File: config.mk
export PLATFORM = sky130hd
export DESIGN_NAME = mit_decoder
export DESIGN_NICKNAME = d
export VERILOG_FILES = /design/src/shared/mit_pkg.sv /design/src/rtl/mit_decoder.sv /design/src/rtl/mit_opcode_table.sv /design/src/rtl/mit_target_calc.sv
export VERILOG_INCLUDE_DIRS = /design/src /design/src/shared
export SDC_FILE = /design/constraint.sdc
export NUM_CORES = 1
export LEC_CHECK = 0
export BUFFER_PORTS_ARGS = -buffer_cell sky130_fd_sc_hd__buf_4
export CAP_MARGIN = 20
export CORE_ASPECT_RATIO = 1.25
export CORE_MARGIN = 2
export CORE_UTILIZATION = 40
export DETAILED_ROUTE_END_ITERATION = 10
export GPL_TIMING_DRIVEN = 0
export HOLD_SLACK_MARGIN = 0.1
export PLACE_DENSITY_LB_ADDON = 0.3
export SYNTH_ARGS = -nofsm -noshare
export SYNTH_HDL_FRONTEND = slang
export SYNTH_SLANG_ARGS = --single-unit
export TNS_END_PERCENT = 20
File: constraint.sdc
create_clock -name mclk_i -period 5.8 [get_ports mclk_i]
set_input_delay 1.16 -clock mclk_i [delete_from_list [all_inputs] [get_ports mclk_i]]
set_output_delay 1.16 -clock mclk_i [all_outputs]
set_load 0.005 [all_outputs]
File: src/shared/mit_regs.svh
`ifndef MIT_REGS_SVH
`define MIT_REGS_SVH
// opcode value, direct address bound and address widths of the classic accumulator instruction set
`define MIT_OP_NOP_ALT 8'hA5
`define MIT_OP_DIRECT_SFR_MIN 8'h80
`define MIT_PAGE_BITS 11
`define MIT_PROG_ADDR_BITS 13
// cycle counts
`define MIT_CYC_MUL 4'h4
`define MIT_CYC_DIV 4'h8
`define MIT_CYC_RET 4'h5
`define MIT_CYC_LONG 4'h4
`define MIT_CYC_XDATA 4'h3
`define MIT_CYC_CODE 4'h3
`define MIT_CYC_PAGED 4'h3
`endif

File: src/shared/mit_pkg.sv
package mit_pkg;
  // addressing class of the operand fields
  typedef enum logic [2:0] {
    MIT_TGT_NONE,
    MIT_TGT_REL,
    MIT_TGT_PAGED,
    MIT_TGT_FULL,
    MIT_TGT_INDEXED
  } mit_tgt_t;

  // static decode of one opcode
  typedef struct packed {
    logic [1:0] length;
    logic [3:0] cycles_base;
    logic is_cond;
    mit_tgt_t tgt;
    logic has_direct;
    logic is_nop;
  } mit_dec_t;

  // result handed out for one finished instruction
  typedef struct packed {
    logic [7:0] opcode;
    logic [1:0] length;
    logic [3:0] cycles;
    logic taken;
    logic [15:0] target;
    logic direct_is_sfr;
    logic has_direct;
  } mit_res_t;
endpackage : mit_pkg

File: src/rtl/mit_decoder.sv
`timescale 1ns/1ps
`default_nettype none
`include "mit_regs.svh"
// Contract
// - external read via 16-bit data pointer takes 3 cycles
// - external write via 8-bit indirect address takes 3 cycles
// - code byte fetch at acc plus pointer takes 3 cycles, one byte
// - load data pointer from 16-bit immediate: 3 bytes, 3 cycles
// - test, clear and branch: 3 bytes, 3 cycles or 4 taken
// - compare immediate to indirect RAM and branch: 4 or 5 cycles
// - compare immediate to bank register and branch: 3 bytes, 3 or 4
// - decrement bank register, branch nonzero: 2 bytes, 2 or 3
// - branch on accumulator nonzero: 2 bytes, 2 or 3 cycles
// - branch on carry clear: 2 bytes, 2 or 3 cycles
// - short relative branch: 2 bytes, 3 cycles
// - jump to accumulator plus data pointer: 1 byte, 3 cycles
// - logic op immediate into direct byte: 3 bytes, 3 cycles
// - low nibble exchange with indirect RAM takes 2 cycles
// - nine-bit rotate left through carry takes 1 cycle
// - push direct byte: 2 bytes, 2 cycles
// - and inverse bit into carry: 2 bytes, 2 cycles
// - relative offset is signed 8-bit, added to next address
// - direct addresses up to 0x7F are RAM, 0x80 up SPECIAL_FUNCTION_REGISTER
// - paged targets replace low 11 bits of next address
// - full 16-bit targets reach anywhere in program space
// - opcode 0xA5 acts as one-byte one-cycle no-operation
// - a failed conditional branch finishes one cycle sooner
// - most instructions take as many cycles as bytes
module mit_decoder
  import mit_pkg::*;
(
  input wire logic mclk_i,
  input wire logic arst_n_i,
  input wire logic byte_valid_i,
  input wire logic [7:0] byte_i,
  input wire logic [15:0] pc_i,
  input wire logic [7:0] acc_i,
  input wire logic [15:0] data_pointer_16_i,
  input wire logic cond_true_i,
  output logic byte_ready_o,
  output logic busy_o,
  output logic done_o,
  output mit_res_t result_o
);
  // =====================================================================
  // state
  // =====================================================================
  typedef enum logic [1:0] {
    MIT_ST_OPCODE,
    MIT_ST_OPERAND,
    MIT_ST_EXEC
  } mit_state_t;

  typedef struct packed {
    mit_state_t st;
    logic [7:0] opcode;
    logic [15:0] start_pc;
    logic [7:0] mid_byte;
    logic [7:0] last_byte;
    logic [1:0] got;
    logic [3:0] remain;
    logic extra;
    logic done;
    mit_res_t res;
  } mit_core_t;

  mit_core_t cur;
  mit_core_t next_cur;
  mit_dec_t dec_live;
  mit_dec_t dec_held;
  logic [15:0] target;
  logic [3:0] total;
  logic taken;
  logic [7:0] direct_addr;

  // =====================================================================
  // decode and target units
  // =====================================================================
  mit_opcode_table u_live (
    .opcode_i(byte_i),
    .dec_o(dec_live)
  );

  mit_opcode_table u_held (
    .opcode_i(cur.opcode),
    .dec_o(dec_held)
  );

  mit_target_calc u_target (
    .tgt_i(dec_held.tgt),
    .opcode_i(cur.opcode),
    .last_byte_i(cur.last_byte),
    .mid_byte_i(cur.mid_byte),
    .next_pc_i(cur.start_pc + {14'h0000, dec_held.length}),
    .acc_i(acc_i),
    .data_pointer_16_i(data_pointer_16_i),
    .target_o(target)
  );

  // =====================================================================
  // timing
  // =====================================================================
  // taken decided from the outside condition once all bytes are in;
  // unconditional branches always count as taken, so the extra cycle
  // applies only to conditional ones
  always_comb begin
    // once the owed cycle has started the branch stays taken
    taken = (dec_held.tgt != MIT_TGT_NONE) && (!dec_held.is_cond || cond_true_i || cur.extra);
    total = dec_held.cycles_base + {3'h0, dec_held.is_cond && taken};
    direct_addr = (dec_held.length == 2'h3 && !dec_held.is_cond) ? cur.mid_byte
                  : (dec_held.length == 2'h3 ? cur.mid_byte : cur.last_byte);
  end

  // one byte taken per cycle; the machine never accepts while executing
  assign byte_ready_o = (cur.st != MIT_ST_EXEC);
  assign busy_o = (cur.st != MIT_ST_OPCODE);
  assign done_o = cur.done;
  assign result_o = cur.res;

  // =====================================================================
  // next state
  // =====================================================================
  always_comb begin
    next_cur = cur;
    next_cur.done = 1'b0;
    unique case (cur.st)
      MIT_ST_OPCODE: begin
        if (byte_valid_i) begin
          next_cur.opcode = byte_i;
          next_cur.start_pc = pc_i;
          next_cur.got = 2'h1;
          next_cur.extra = 1'b0;
          next_cur.mid_byte = 8'h00;
          next_cur.last_byte = 8'h00;
          // first cycle already spent fetching the opcode
          next_cur.remain = dec_live.cycles_base - 4'h1;
          if (dec_live.length == 2'h1) begin
            next_cur.st = MIT_ST_EXEC;
          end else begin
            next_cur.st = MIT_ST_OPERAND;
          end
        end
      end
      MIT_ST_OPERAND: begin
        if (byte_valid_i) begin
          next_cur.got = cur.got + 2'h1;
          next_cur.last_byte = byte_i;
          if (cur.got == 2'h1 && dec_held.length == 2'h3) next_cur.mid_byte = byte_i;
          if (cur.remain != 4'h0) next_cur.remain = cur.remain - 4'h1;
          if (cur.got + 2'h1 == dec_held.length) next_cur.st = MIT_ST_EXEC;
        end
      end
      MIT_ST_EXEC: begin
        // operand bytes were counted against the cycle budget already; a taken
        // conditional branch owes one cycle more before it may finish
        if (cur.remain != 4'h0) begin
          next_cur.remain = cur.remain - 4'h1;
        end else if (dec_held.is_cond && taken && !cur.extra) begin
          next_cur.extra = 1'b1;
        end else begin
          next_cur.st = MIT_ST_OPCODE;
          next_cur.done = 1'b1;
          next_cur.res.opcode = cur.opcode;
          next_cur.res.length = dec_held.length;
          next_cur.res.cycles = total;
          next_cur.res.taken = taken;
          next_cur.res.target = taken ? target
                                : cur.start_pc + {14'h0000, dec_held.length};
          next_cur.res.has_direct = dec_held.has_direct;
          next_cur.res.direct_is_sfr = dec_held.has_direct
                                       && (direct_addr >= `MIT_OP_DIRECT_SFR_MIN);
        end
      end
      default: next_cur.st = MIT_ST_OPCODE;
    endcase
  end

  // =====================================================================
  // registers
  // =====================================================================
  always_ff @(posedge mclk_i or negedge arst_n_i) begin
    if (!arst_n_i) begin
      cur <= '0;
    end else begin
      cur <= next_cur;
    end
  end
endmodule : mit_decoder
`default_nettype wire

File: src/rtl/mit_opcode_table.sv
`timescale 1ns/1ps
`default_nettype none
`include "mit_regs.svh"
module mit_opcode_table
  import mit_pkg::*;
(
  input wire logic [7:0] opcode_i,
  output mit_dec_t dec_o
);
  // =====================================================================
  // opcode classification
  // =====================================================================
  // lengths and base cycles; a conditional branch adds one cycle when taken
  always_comb begin
    dec_o = '{length: 2'h1, cycles_base: 4'h1, is_cond: 1'b0, tgt: MIT_TGT_NONE,
              has_direct: 1'b0, is_nop: 1'b0};
    if (opcode_i[3:0] == 4'h1) begin
      // paged branch or paged call: 11-bit target
      dec_o.length = 2'h2;
      dec_o.cycles_base = `MIT_CYC_PAGED;
      dec_o.tgt = MIT_TGT_PAGED;
    end else if (opcode_i[7:4] == 4'hB && opcode_i[3:0] >= 4'h4) begin
      // compare_branch_unequal family
      dec_o.length = 2'h3;
      dec_o.is_cond = 1'b1;
      dec_o.tgt = MIT_TGT_REL;
      dec_o.has_direct = (opcode_i[3:0] == 4'h5);
      dec_o.cycles_base = (opcode_i[3:0] == 4'h6 || opcode_i[3:0] == 4'h7) ? 4'h4 : 4'h3;
    end else if (opcode_i[7:4] == 4'hD && opcode_i[3:0] >= 4'h8) begin
      dec_o.length = 2'h2;
      dec_o.cycles_base = 4'h2;
      dec_o.is_cond = 1'b1;
      dec_o.tgt = MIT_TGT_REL;
    end else if (opcode_i[7:4] >= 4'h8 && opcode_i[3:0] >= 4'h6) begin
      // indirect and bank register forms: 1 byte, 2 bytes in rows 8 and A, which carry a direct byte
      dec_o.cycles_base = (opcode_i[3:0] >= 4'h8) ? 4'h1 : 4'h2;
      if (opcode_i == 8'h86 || opcode_i == 8'h87 || opcode_i[7:4] == 4'hA && opcode_i[3]
          || opcode_i[7:4] == 4'h8 && opcode_i[3] || opcode_i[7:4] == 4'h7 && opcode_i[3])
        dec_o.length = 2'h2;
      if (opcode_i[7:4] == 4'h8 || opcode_i == 8'hA6 || opcode_i == 8'hA7) begin
        dec_o.has_direct = 1'b1;
        dec_o.length = 2'h2;
      end
      if (opcode_i[7:4] == 4'hA && opcode_i[3]) dec_o.has_direct = 1'b1;
      if (opcode_i[7:4] == 4'h8 && opcode_i[3]) dec_o.cycles_base = 4'h2;
      if (opcode_i[7:4] == 4'hA && opcode_i[3]) dec_o.cycles_base = 4'h2;
      if (opcode_i[7:4] == 4'hE || opcode_i[7:4] == 4'hF) dec_o.length = 2'h1;
    end else if (opcode_i[3:1] == 3'h3 || opcode_i[3]) begin
      // low-row indirect (x6/x7) and bank register (x8..xF) for rows 0..7
      dec_o.cycles_base = opcode_i[3] ? 4'h1 : 4'h2;
      if (opcode_i[7:4] == 4'h7) begin
        dec_o.length = 2'h2; // move immediate to indirect/bank register
        dec_o.cycles_base = 4'h2;
      end
    end else begin
      unique case (opcode_i)
        8'h00, `MIT_OP_NOP_ALT: dec_o.is_nop = 1'b1;
        8'h02, 8'h12: begin
          dec_o.length = 2'h3;
          dec_o.cycles_base = `MIT_CYC_LONG;
          dec_o.tgt = MIT_TGT_FULL;
        end
        8'h22, 8'h32: dec_o.cycles_base = `MIT_CYC_RET;
        8'h10, 8'h20, 8'h30: begin
          dec_o.length = 2'h3;
          dec_o.cycles_base = 4'h3;
          dec_o.is_cond = 1'b1;
          dec_o.tgt = MIT_TGT_REL;
          dec_o.has_direct = 1'b1;
        end
        8'h40, 8'h50, 8'h60, 8'h70: begin
          dec_o.length = 2'h2;
          dec_o.cycles_base = 4'h2;
          dec_o.is_cond = 1'b1;
          dec_o.tgt = MIT_TGT_REL;
        end
        8'h80: begin
          dec_o.length = 2'h2;
          dec_o.cycles_base = 4'h3;
          dec_o.tgt = MIT_TGT_REL;
        end
        8'h73: begin
          dec_o.cycles_base = 4'h3;
          dec_o.tgt = MIT_TGT_INDEXED;
        end
        8'h83, 8'h93: dec_o.cycles_base = `MIT_CYC_CODE;
        8'hE0, 8'hE2, 8'hE3, 8'hF0, 8'hF2, 8'hF3:
          dec_o.cycles_base = `MIT_CYC_XDATA;
        8'h90: begin
          dec_o.length = 2'h3;
          dec_o.cycles_base = 4'h3;
        end
        8'hA4: dec_o.cycles_base = `MIT_CYC_MUL;
        8'h84: dec_o.cycles_base = `MIT_CYC_DIV;
        8'h43, 8'h53, 8'h63, 8'h75, 8'h85: begin
          dec_o.length = 2'h3;
          dec_o.cycles_base = 4'h3;
          dec_o.has_direct = 1'b1;
        end
        8'h33, 8'h03, 8'h13, 8'h23, 8'hC4, 8'hD4, 8'hE4, 8'hF4, 8'hC3, 8'hD3, 8'hB3,
        8'h04, 8'h14, 8'hA3:
          dec_o.cycles_base = 4'h1;
        8'h05, 8'h15, 8'h42, 8'h52, 8'h62, 8'hC0, 8'hD0, 8'hA2, 8'hB2, 8'hC2, 8'hD2,
        8'h72, 8'h82, 8'hA0, 8'hB0, 8'h92, 8'hE5, 8'hF5, 8'hC5, 8'h25, 8'h35, 8'h95,
        8'h45, 8'h55, 8'h65: begin
          dec_o.length = 2'h2;
          dec_o.cycles_base = 4'h2;
          dec_o.has_direct = 1'b1;
        end
        default: begin
          // immediate-to-accumulator forms: two bytes, two cycles
          dec_o.length = 2'h2;
          dec_o.cycles_base = 4'h2;
        end
      endcase
    end
  end
endmodule : mit_opcode_table
`default_nettype wire

File: src/rtl/mit_target_calc.sv
`timescale 1ns/1ps
`default_nettype none
`include "mit_regs.svh"
module mit_target_calc
  import mit_pkg::*;
(
  input wire mit_tgt_t tgt_i,
  input wire logic [7:0] opcode_i,
  input wire logic [7:0] last_byte_i,
  input wire logic [7:0] mid_byte_i,
  input wire logic [15:0] next_pc_i,
  input wire logic [7:0] acc_i,
  input wire logic [15:0] data_pointer_16_i,
  output logic [15:0] target_o
);
  // =====================================================================
  // branch target arithmetic
  // =====================================================================
  always_comb begin
    unique case (tgt_i)
      MIT_TGT_REL: // sign-extended displacement from the following byte
        target_o = next_pc_i + {{8{last_byte_i[7]}}, last_byte_i};
      MIT_TGT_PAGED: // page bits stay, low 11 bits replaced
        target_o = {next_pc_i[15:`MIT_PAGE_BITS], opcode_i[7:5], last_byte_i};
      MIT_TGT_FULL:
        target_o = {mid_byte_i, last_byte_i};
      MIT_TGT_INDEXED:
        target_o = data_pointer_16_i + {8'h00, acc_i};
      default:
        target_o = next_pc_i;
    endcase
  end
endmodule : mit_target_calc
`default_nettype wire

## Yosys cells after proc, flatten, opt, wreduce, memory -nomap -nowiden

Index checks and enable logic that the tools add are counted.

| word-level totals | value |
|---|---|
| register bits | 83 |
| input bits | 52 |

| operators by class | value |
|---|---|
| $add $sub $neg | 7 |
| magnitude comparators | 9 |
| eq/ne operators | 188 |
| mux-type cells | 79 |
| bitwise operators | 2 |
| reduce and logical (&&, ||, !) cells | 78 |

Operator list:

| kind | count |
|---|---|
| 8-bit equality test, second input constant | 80 |
| 8-bit by 7-bit equality test with 1-bit output, second input constant | 32 |
| 8-bit by 6-bit equality test with 1-bit output, second input constant | 16 |
| 8-bit by 5-bit equality test with 1-bit output, second input constant | 10 |
| 34-bit two-way mux | 2 |
| 33-bit OR reduction | 2 |
| 16-bit case mux with 4 select lines | 1 |
| 6-bit two-way mux | 10 |
| 29-bit OR reduction | 2 |
| 49-bit two-way mux | 1 |
| 4-bit equality test, second input constant | 12 |
| 4-bit case mux with 5 select lines | 2 |
| 19-bit OR reduction | 2 |
| 2-bit two-way mux | 18 |
| 18-bit case mux with 2 select lines | 1 |
| 35-bit two-way mux | 1 |
| 4-bit by 3-bit equality test with 1-bit output, second input constant | 8 |
| 8-bit by 2-bit equality test with 1-bit output, second input constant | 4 |
| 8-bit by 3-bit equality test with 1-bit output, second input constant | 4 |
| 16-bit OR reduction | 2 |
| 4-bit two-way mux | 7 |
| 8-bit two-way mux | 3 |
| 11-bit two-way mux | 2 |
| 22-bit two-way mux | 1 |
| 44 further kinds | 140 |

## Longest topological paths before layout

| depth | value |
|---|---|
| word-level depth | 21 |
| depth in mapped cells | 22 |

## Cells and area by module

Synthesis repeated with hierarchy kept, for this count alone.

| second synthesis, totals | value |
|---|---|
| cells, all modules | 958 |
| area total of the unflattened synthesis | 7732.4 um2 |

By module, submodules not included:

| module | instances | cells each | area each (um2) | seq. area each (um2) |
|---|---|---|---|---|
| mit_decoder | 1 | 406 | 4215.3 | 2077.0 |
| mit_target_calc | 1 | 278 | 1838.0 | 0.0 |
| mit_opcode_table | 2 | 137 | 839.6 | 0.0 |

## Worst setup path after synthesis

No wires, ideal clock.

| timing | value |
|---|---|
| kind | register to register |
| from | register cur[75] (netlist name) |
| to | register cur (netlist bit result_o[17]) |
| library setup time | 104 ps |
| data arrival time | 4500 ps |
| required time | 5696 ps |
| slack | 1196 ps |
| stages on the path, launching flop included | 21 |
| buffers on the path | 1 |
| clock period less this slack | 4604 ps |
| cells stage by stage | dfrtp_1 -> buf_2 -> and4bb_1 -> nand3_1 -> nand4b_1 -> a221o_1 -> o31ai_4 -> inv_1 -> ha_1 -> inv_1 -> fa_1 -> inv_1 -> ha_1 -> a211o_1 -> a2111oi_0 -> o31ai_1 -> o221ai_1 -> o21ai_0 -> xnor2_1 -> nand2_1 -> a221oi_1 |

RTL lines:

| item | RTL line | RTL |
|---|---|---|
| from (decl) | mit_decoder.sv:67 | `mit_core_t cur;` |
| from (signal assigned) | mit_decoder.sv:185 | `cur <= next_cur;` |

==> impl_summary.log <==
[metrics] total power: 4.58 mW
[metrics] placed cell area: 0.00761 sq mm
[metrics] post-detailed-route wirelength per cell: 16.4 microns
[metrics] Slew HR: 39.0%
[metrics] Routed Wire Length: 18000 microns
[metrics] count of yosys warnings during synthesis: 0
[metrics] share of total power in the clock network: 13.1%
[metrics] root buffer cell: sky130_fd_sc_hd__clkbuf_16
[metrics] number of global-route vias before repair: 5860
[metrics] run status: completed
[metrics] most used cells in the layout excluding fill and tap cells: sky130_fd_sc_hd__buf_4 (120), sky130_fd_sc_hd__nand2_1 (99), sky130_fd_sc_hd__dfrtp_1 (83)
[metrics] core box area: 0.0163 sq mm
[metrics] worst reg2reg endpoint: result_o[17]
[metrics] worst reg2reg setup slack: 520 ps
[metrics] largest family of logic cells by synthesized area: compound AO/OA/AOI/OAI gates
[metrics] sequential area share after synthesis: 31.0%
[metrics] clock tree sinks: 83
[metrics] number of cells produced by synthesis: 785
[metrics] Die Y-Extent: 149 microns
[metrics] clock-pin slew on the worst setup and hold paths: 60 ps
[metrics] CP startpoint kind: register
[metrics] overall die width: 120 microns
[metrics] post-route worst setup slack: 525 ps
[metrics] Worst EP required: 6040 ps
[metrics] initial core utilization: 41.1%
[metrics] area of the multi-input gates: 0.00412 sq mm
[metrics] mapped cell area: 0.00670 sq mm
[metrics] synthesized flop and latch total: 83
[metrics] Post-Place Worst Slack: 444 ps
[metrics] length in cells of the worst reg-to-reg path: 19
[metrics] num ports: 88
[metrics] Layout Area Growth over Synthesis: 18.6%
[metrics] TritonCTS clock tree: done
[metrics] max cap viols: 0
[metrics] timing-limited maximum frequency: 190 MHz
[metrics] routed via count: 6178
[metrics] post-DR vias/cell: 5.60
[metrics] antenna-violating nets left: 0
[metrics] Final Max Slew Viols: 0
[metrics] post-synthesis share of cell area spent on full adders, half adders and majority gates: 7.80%
[metrics] final-layout setup total negative slack: 0 ps
[metrics] final net count: 974
[metrics] post-synthesis compound-gate area fraction: 21.6%
[metrics] Reg area: 0.00208 sq mm
[metrics] peak supply drop: 0.233 mV
[metrics] Fin Clk Skew: 4.46 ps
[metrics] Tightest Hold Check Type: reg -> reg
[metrics] post-synthesis mux area share: 4.50%
[metrics] number of antenna violations at the first check in global routing: 0
[metrics] areal power density over the cells: 576 mW/mm^2
[metrics] most instantiated flip-flop cell in the synthesis netlist: sky130_fd_sc_hd__dfrtp_1
[metrics] part of the power in combinational logic: 64.2%
[metrics] measured slew at the worst slew-check pin: 910 ps
[metrics] power share of the sequential group: 22.7%
[metrics] fraction of final layout cells sized beyond drive strength 1: 21.9%
[metrics] critical-path maximum fanout: 10
[metrics] number of endpoints failing setup at the final stage: 0
[metrics] first-pass GRT wire length: 29700 microns
[metrics] endpoint kind of the worst setup timing path: register
[metrics] detailed placer's ending HPWL: 13700 microns
[metrics] post-synthesis net count: 877
[metrics] RSZ-0062 raised after global routing: no
[metrics] min cycle time layout: 5280 ps
[metrics] synthesized area per cell: 8.54 sq um
[metrics] detailed-routing iteration count for the pre-antenna-repair pass: 6
[metrics] clock insertion delay at the later pin of the skew report: 350 ps
[metrics] fill cell total of the finished layout: 1623
[metrics] remaining routing DRC violations: 0
[metrics] buffers from clock root to sink, at most: 2
[metrics] number of synthesized flops with an enable pin: 0
[metrics] GPL Wtd Cong: 0.926
[metrics] simple-gate share of the synthesized area: 21.3%
[metrics] share of the cycle needed by the critical path after routing: 91.0%
[metrics] Worst Path Class, Setup: reg -> reg
[metrics] instance count along the most critical hold path: 2
[metrics] arrival time at the worst endpoint: 5520 ps
[metrics] commonest non-fill, non-tap cell in the layout: sky130_fd_sc_hd__buf_4
[metrics] final non-filler cell area: 0.00795 sq mm
[metrics] clock buffers created by TritonCTS: 9
[metrics] Pint: 2.52 mW
[metrics] fraction of registers with async set/reset: 100%
[metrics] number of antenna cells inserted: 0
[metrics] number of DRC markers after the initial detailed-route iteration: 632
[metrics] largest net degree at the start of global routing: 84
[metrics] Global Route Usage Sum: 20.8%
[metrics] overall die area: 0.0178 sq mm
[metrics] power spent charging and discharging nets: 2.07 mW
[metrics] residual overflow from global routing: 0
[metrics] cell row count: 52
[metrics] share of total power consumed by net switching: 45.1%
[metrics] hold violation total from the final report: 0
[metrics] port bufs: 85
[metrics] H-tree Lvls: 3
[metrics] number of library cell types mapped by synthesis: 80
[metrics] startpoint of the lowest-slack register-to-register path: cur[75]
[metrics] xor/xnor cell area share of the yosys netlist: 6.25%
[metrics] Static Leak: 3.65 nW
[metrics] sink of the worst hold path: result_o[19]
[metrics] Worst Min Path Start: result_o[19]
[per-stage QoR]
step           hold slack (ps)  utilization, %  cells
2_1_floorplan              447               -    785
3_3_place_gp               463            46.6   1086
3_5_place_dp               464            46.6   1086
4_1_cts                    479            48.5   1102
5_1_grt                    496            48.7   1103
6_report                   471            48.7   1103
[worst max-delay path: stages, from the launching register on]
cell and delay [ps]:
sky130_fd_sc_hd__dfrtp_1 400, sky130_fd_sc_hd__buf_2 190, sky130_fd_sc_hd__nor2_1 350, sky130_fd_sc_hd__nor3b_2 170, sky130_fd_sc_hd__or3_1 460, sky130_fd_sc_hd__o31ai_4 410
sky130_fd_sc_hd__inv_1 100, sky130_fd_sc_hd__ha_1 210, sky130_fd_sc_hd__inv_1 70, sky130_fd_sc_hd__fa_1 450, sky130_fd_sc_hd__inv_1 120, sky130_fd_sc_hd__ha_1 250
sky130_fd_sc_hd__a211o_1 340, sky130_fd_sc_hd__a2111oi_1 460, sky130_fd_sc_hd__o31ai_1 200, sky130_fd_sc_hd__o221ai_1 290, sky130_fd_sc_hd__o21ai_0 170, sky130_fd_sc_hd__xnor2_1 170
sky130_fd_sc_hd__nand2_1 70, sky130_fd_sc_hd__a221oi_1 280
[timing repair]
| action | 4_1_cts | 5_1_grt |
|---|---|---|
| setup buffers | 0 | 0 |
| endpoints found under the setup margin | 0 | 1 |
| hold buffers | 0 | 0 |
| resized for setup | 0 | 2 |
[worst max path at each step]
stage / start / to / slack [ps] / cells after the start
finish: cur[75] / result_o[17] / 520 / 19
global route: cur[75] / result_o[17] / 70 / 19
CTS: cur[75] / result_o[17] / 420 / 19
detailed placement: cur[75] / result_o[17] / 440 / 19
global placement: cur[75] / result_o[17] / 440 / 19
floorplan: cur[75] / result_o[17] / 1200 / 20
[cells by family (layout without fill, tap and decap cells)]
| kind of cell | count (synthesis) | after routing |
|---|---|---|
| multiplexers | 26 | 26 |
| AO/OA/AOI/OAI | 205 | 205 |
| flip-flops | 83 | 83 |
| AND/OR/NAND/NOR | 287 | 287 |
| buffers and inverters | 97 | 199 |
| adder cells (fa/ha/maj) | 40 | 40 |
| XOR/XNOR | 47 | 47 |
[flip-flops by register name, indices dropped and copies added, names as in the netlist]
name and count:
done_o 1, result_o 33, cur 49
[cells in the mapped netlist, types with 11 or more instances]
cell / n / share of area (%)
sky130_fd_sc_hd__nor2_1: 70 / 3.9
sky130_fd_sc_hd__buf_4: 35 / 3.9
sky130_fd_sc_hd__a21oi_1: 35 / 2.6
sky130_fd_sc_hd__nor3_1: 13 / 0.97
sky130_fd_sc_hd__a22o_1: 18 / 2.4
sky130_fd_sc_hd__o21ai_0: 43 / 3.2
sky130_fd_sc_hd__dfrtp_1: 83 / 31
sky130_fd_sc_hd__buf_2: 11 / 0.82
sky130_fd_sc_hd__clkbuf_1: 20 / 1.1
sky130_fd_sc_hd__xnor2_1: 22 / 2.9
sky130_fd_sc_hd__nand2b_1: 15 / 1.4
sky130_fd_sc_hd__nand2_1: 99 / 5.5
sky130_fd_sc_hd__xor2_1: 24 / 3.1
sky130_fd_sc_hd__mux2_2: 23 / 3.9
sky130_fd_sc_hd__nand3_1: 18 / 1.3
sky130_fd_sc_hd__inv_1: 24 / 1.3
sky130_fd_sc_hd__ha_1: 37 / 6.9
[routing by layer]
| metal | wire length (microns) | global-route usage, % | vias up |
|---|---|---|---|
| li1 | - | - | 3010 |
| met1 | 8100 | 29.1 | 2910 |
| met2 | 8460 | 32.9 | 228 |
| met3 | 1050 | 2.56 | 30 |
| met4 | 431 | 7.65 | 0 |
| met5 | 0 | 0 | - |
[power groups by stage]
stage | Sequential [mW] | Clock [mW] | Combinational [mW]
CTS | 1.04 | 0.607 | 2.92
finish | 1.04 | 0.601 | 2.94
global route | 1.08 | 0.637 | 3.27
detailed placement | 1.05 | 0 | 2.91
floorplan | 0.991 | 0 | 2.14
global placement | 1.04 | 0 | 2.87
[area by class of cell]
cell class / instances / share of cell area, %
inverter: 26 / 1.23
tap: 216 / 3.40
sequential: 83 / 26.1
multi-input combinational: 605 / 51.8
clock buffer: 12 / 3.35
buffer: 71 / 5.19
clock inverter: 4 / 0.598
timing repair buffer: 86 / 8.28
(Power assumes the default switching activity.)
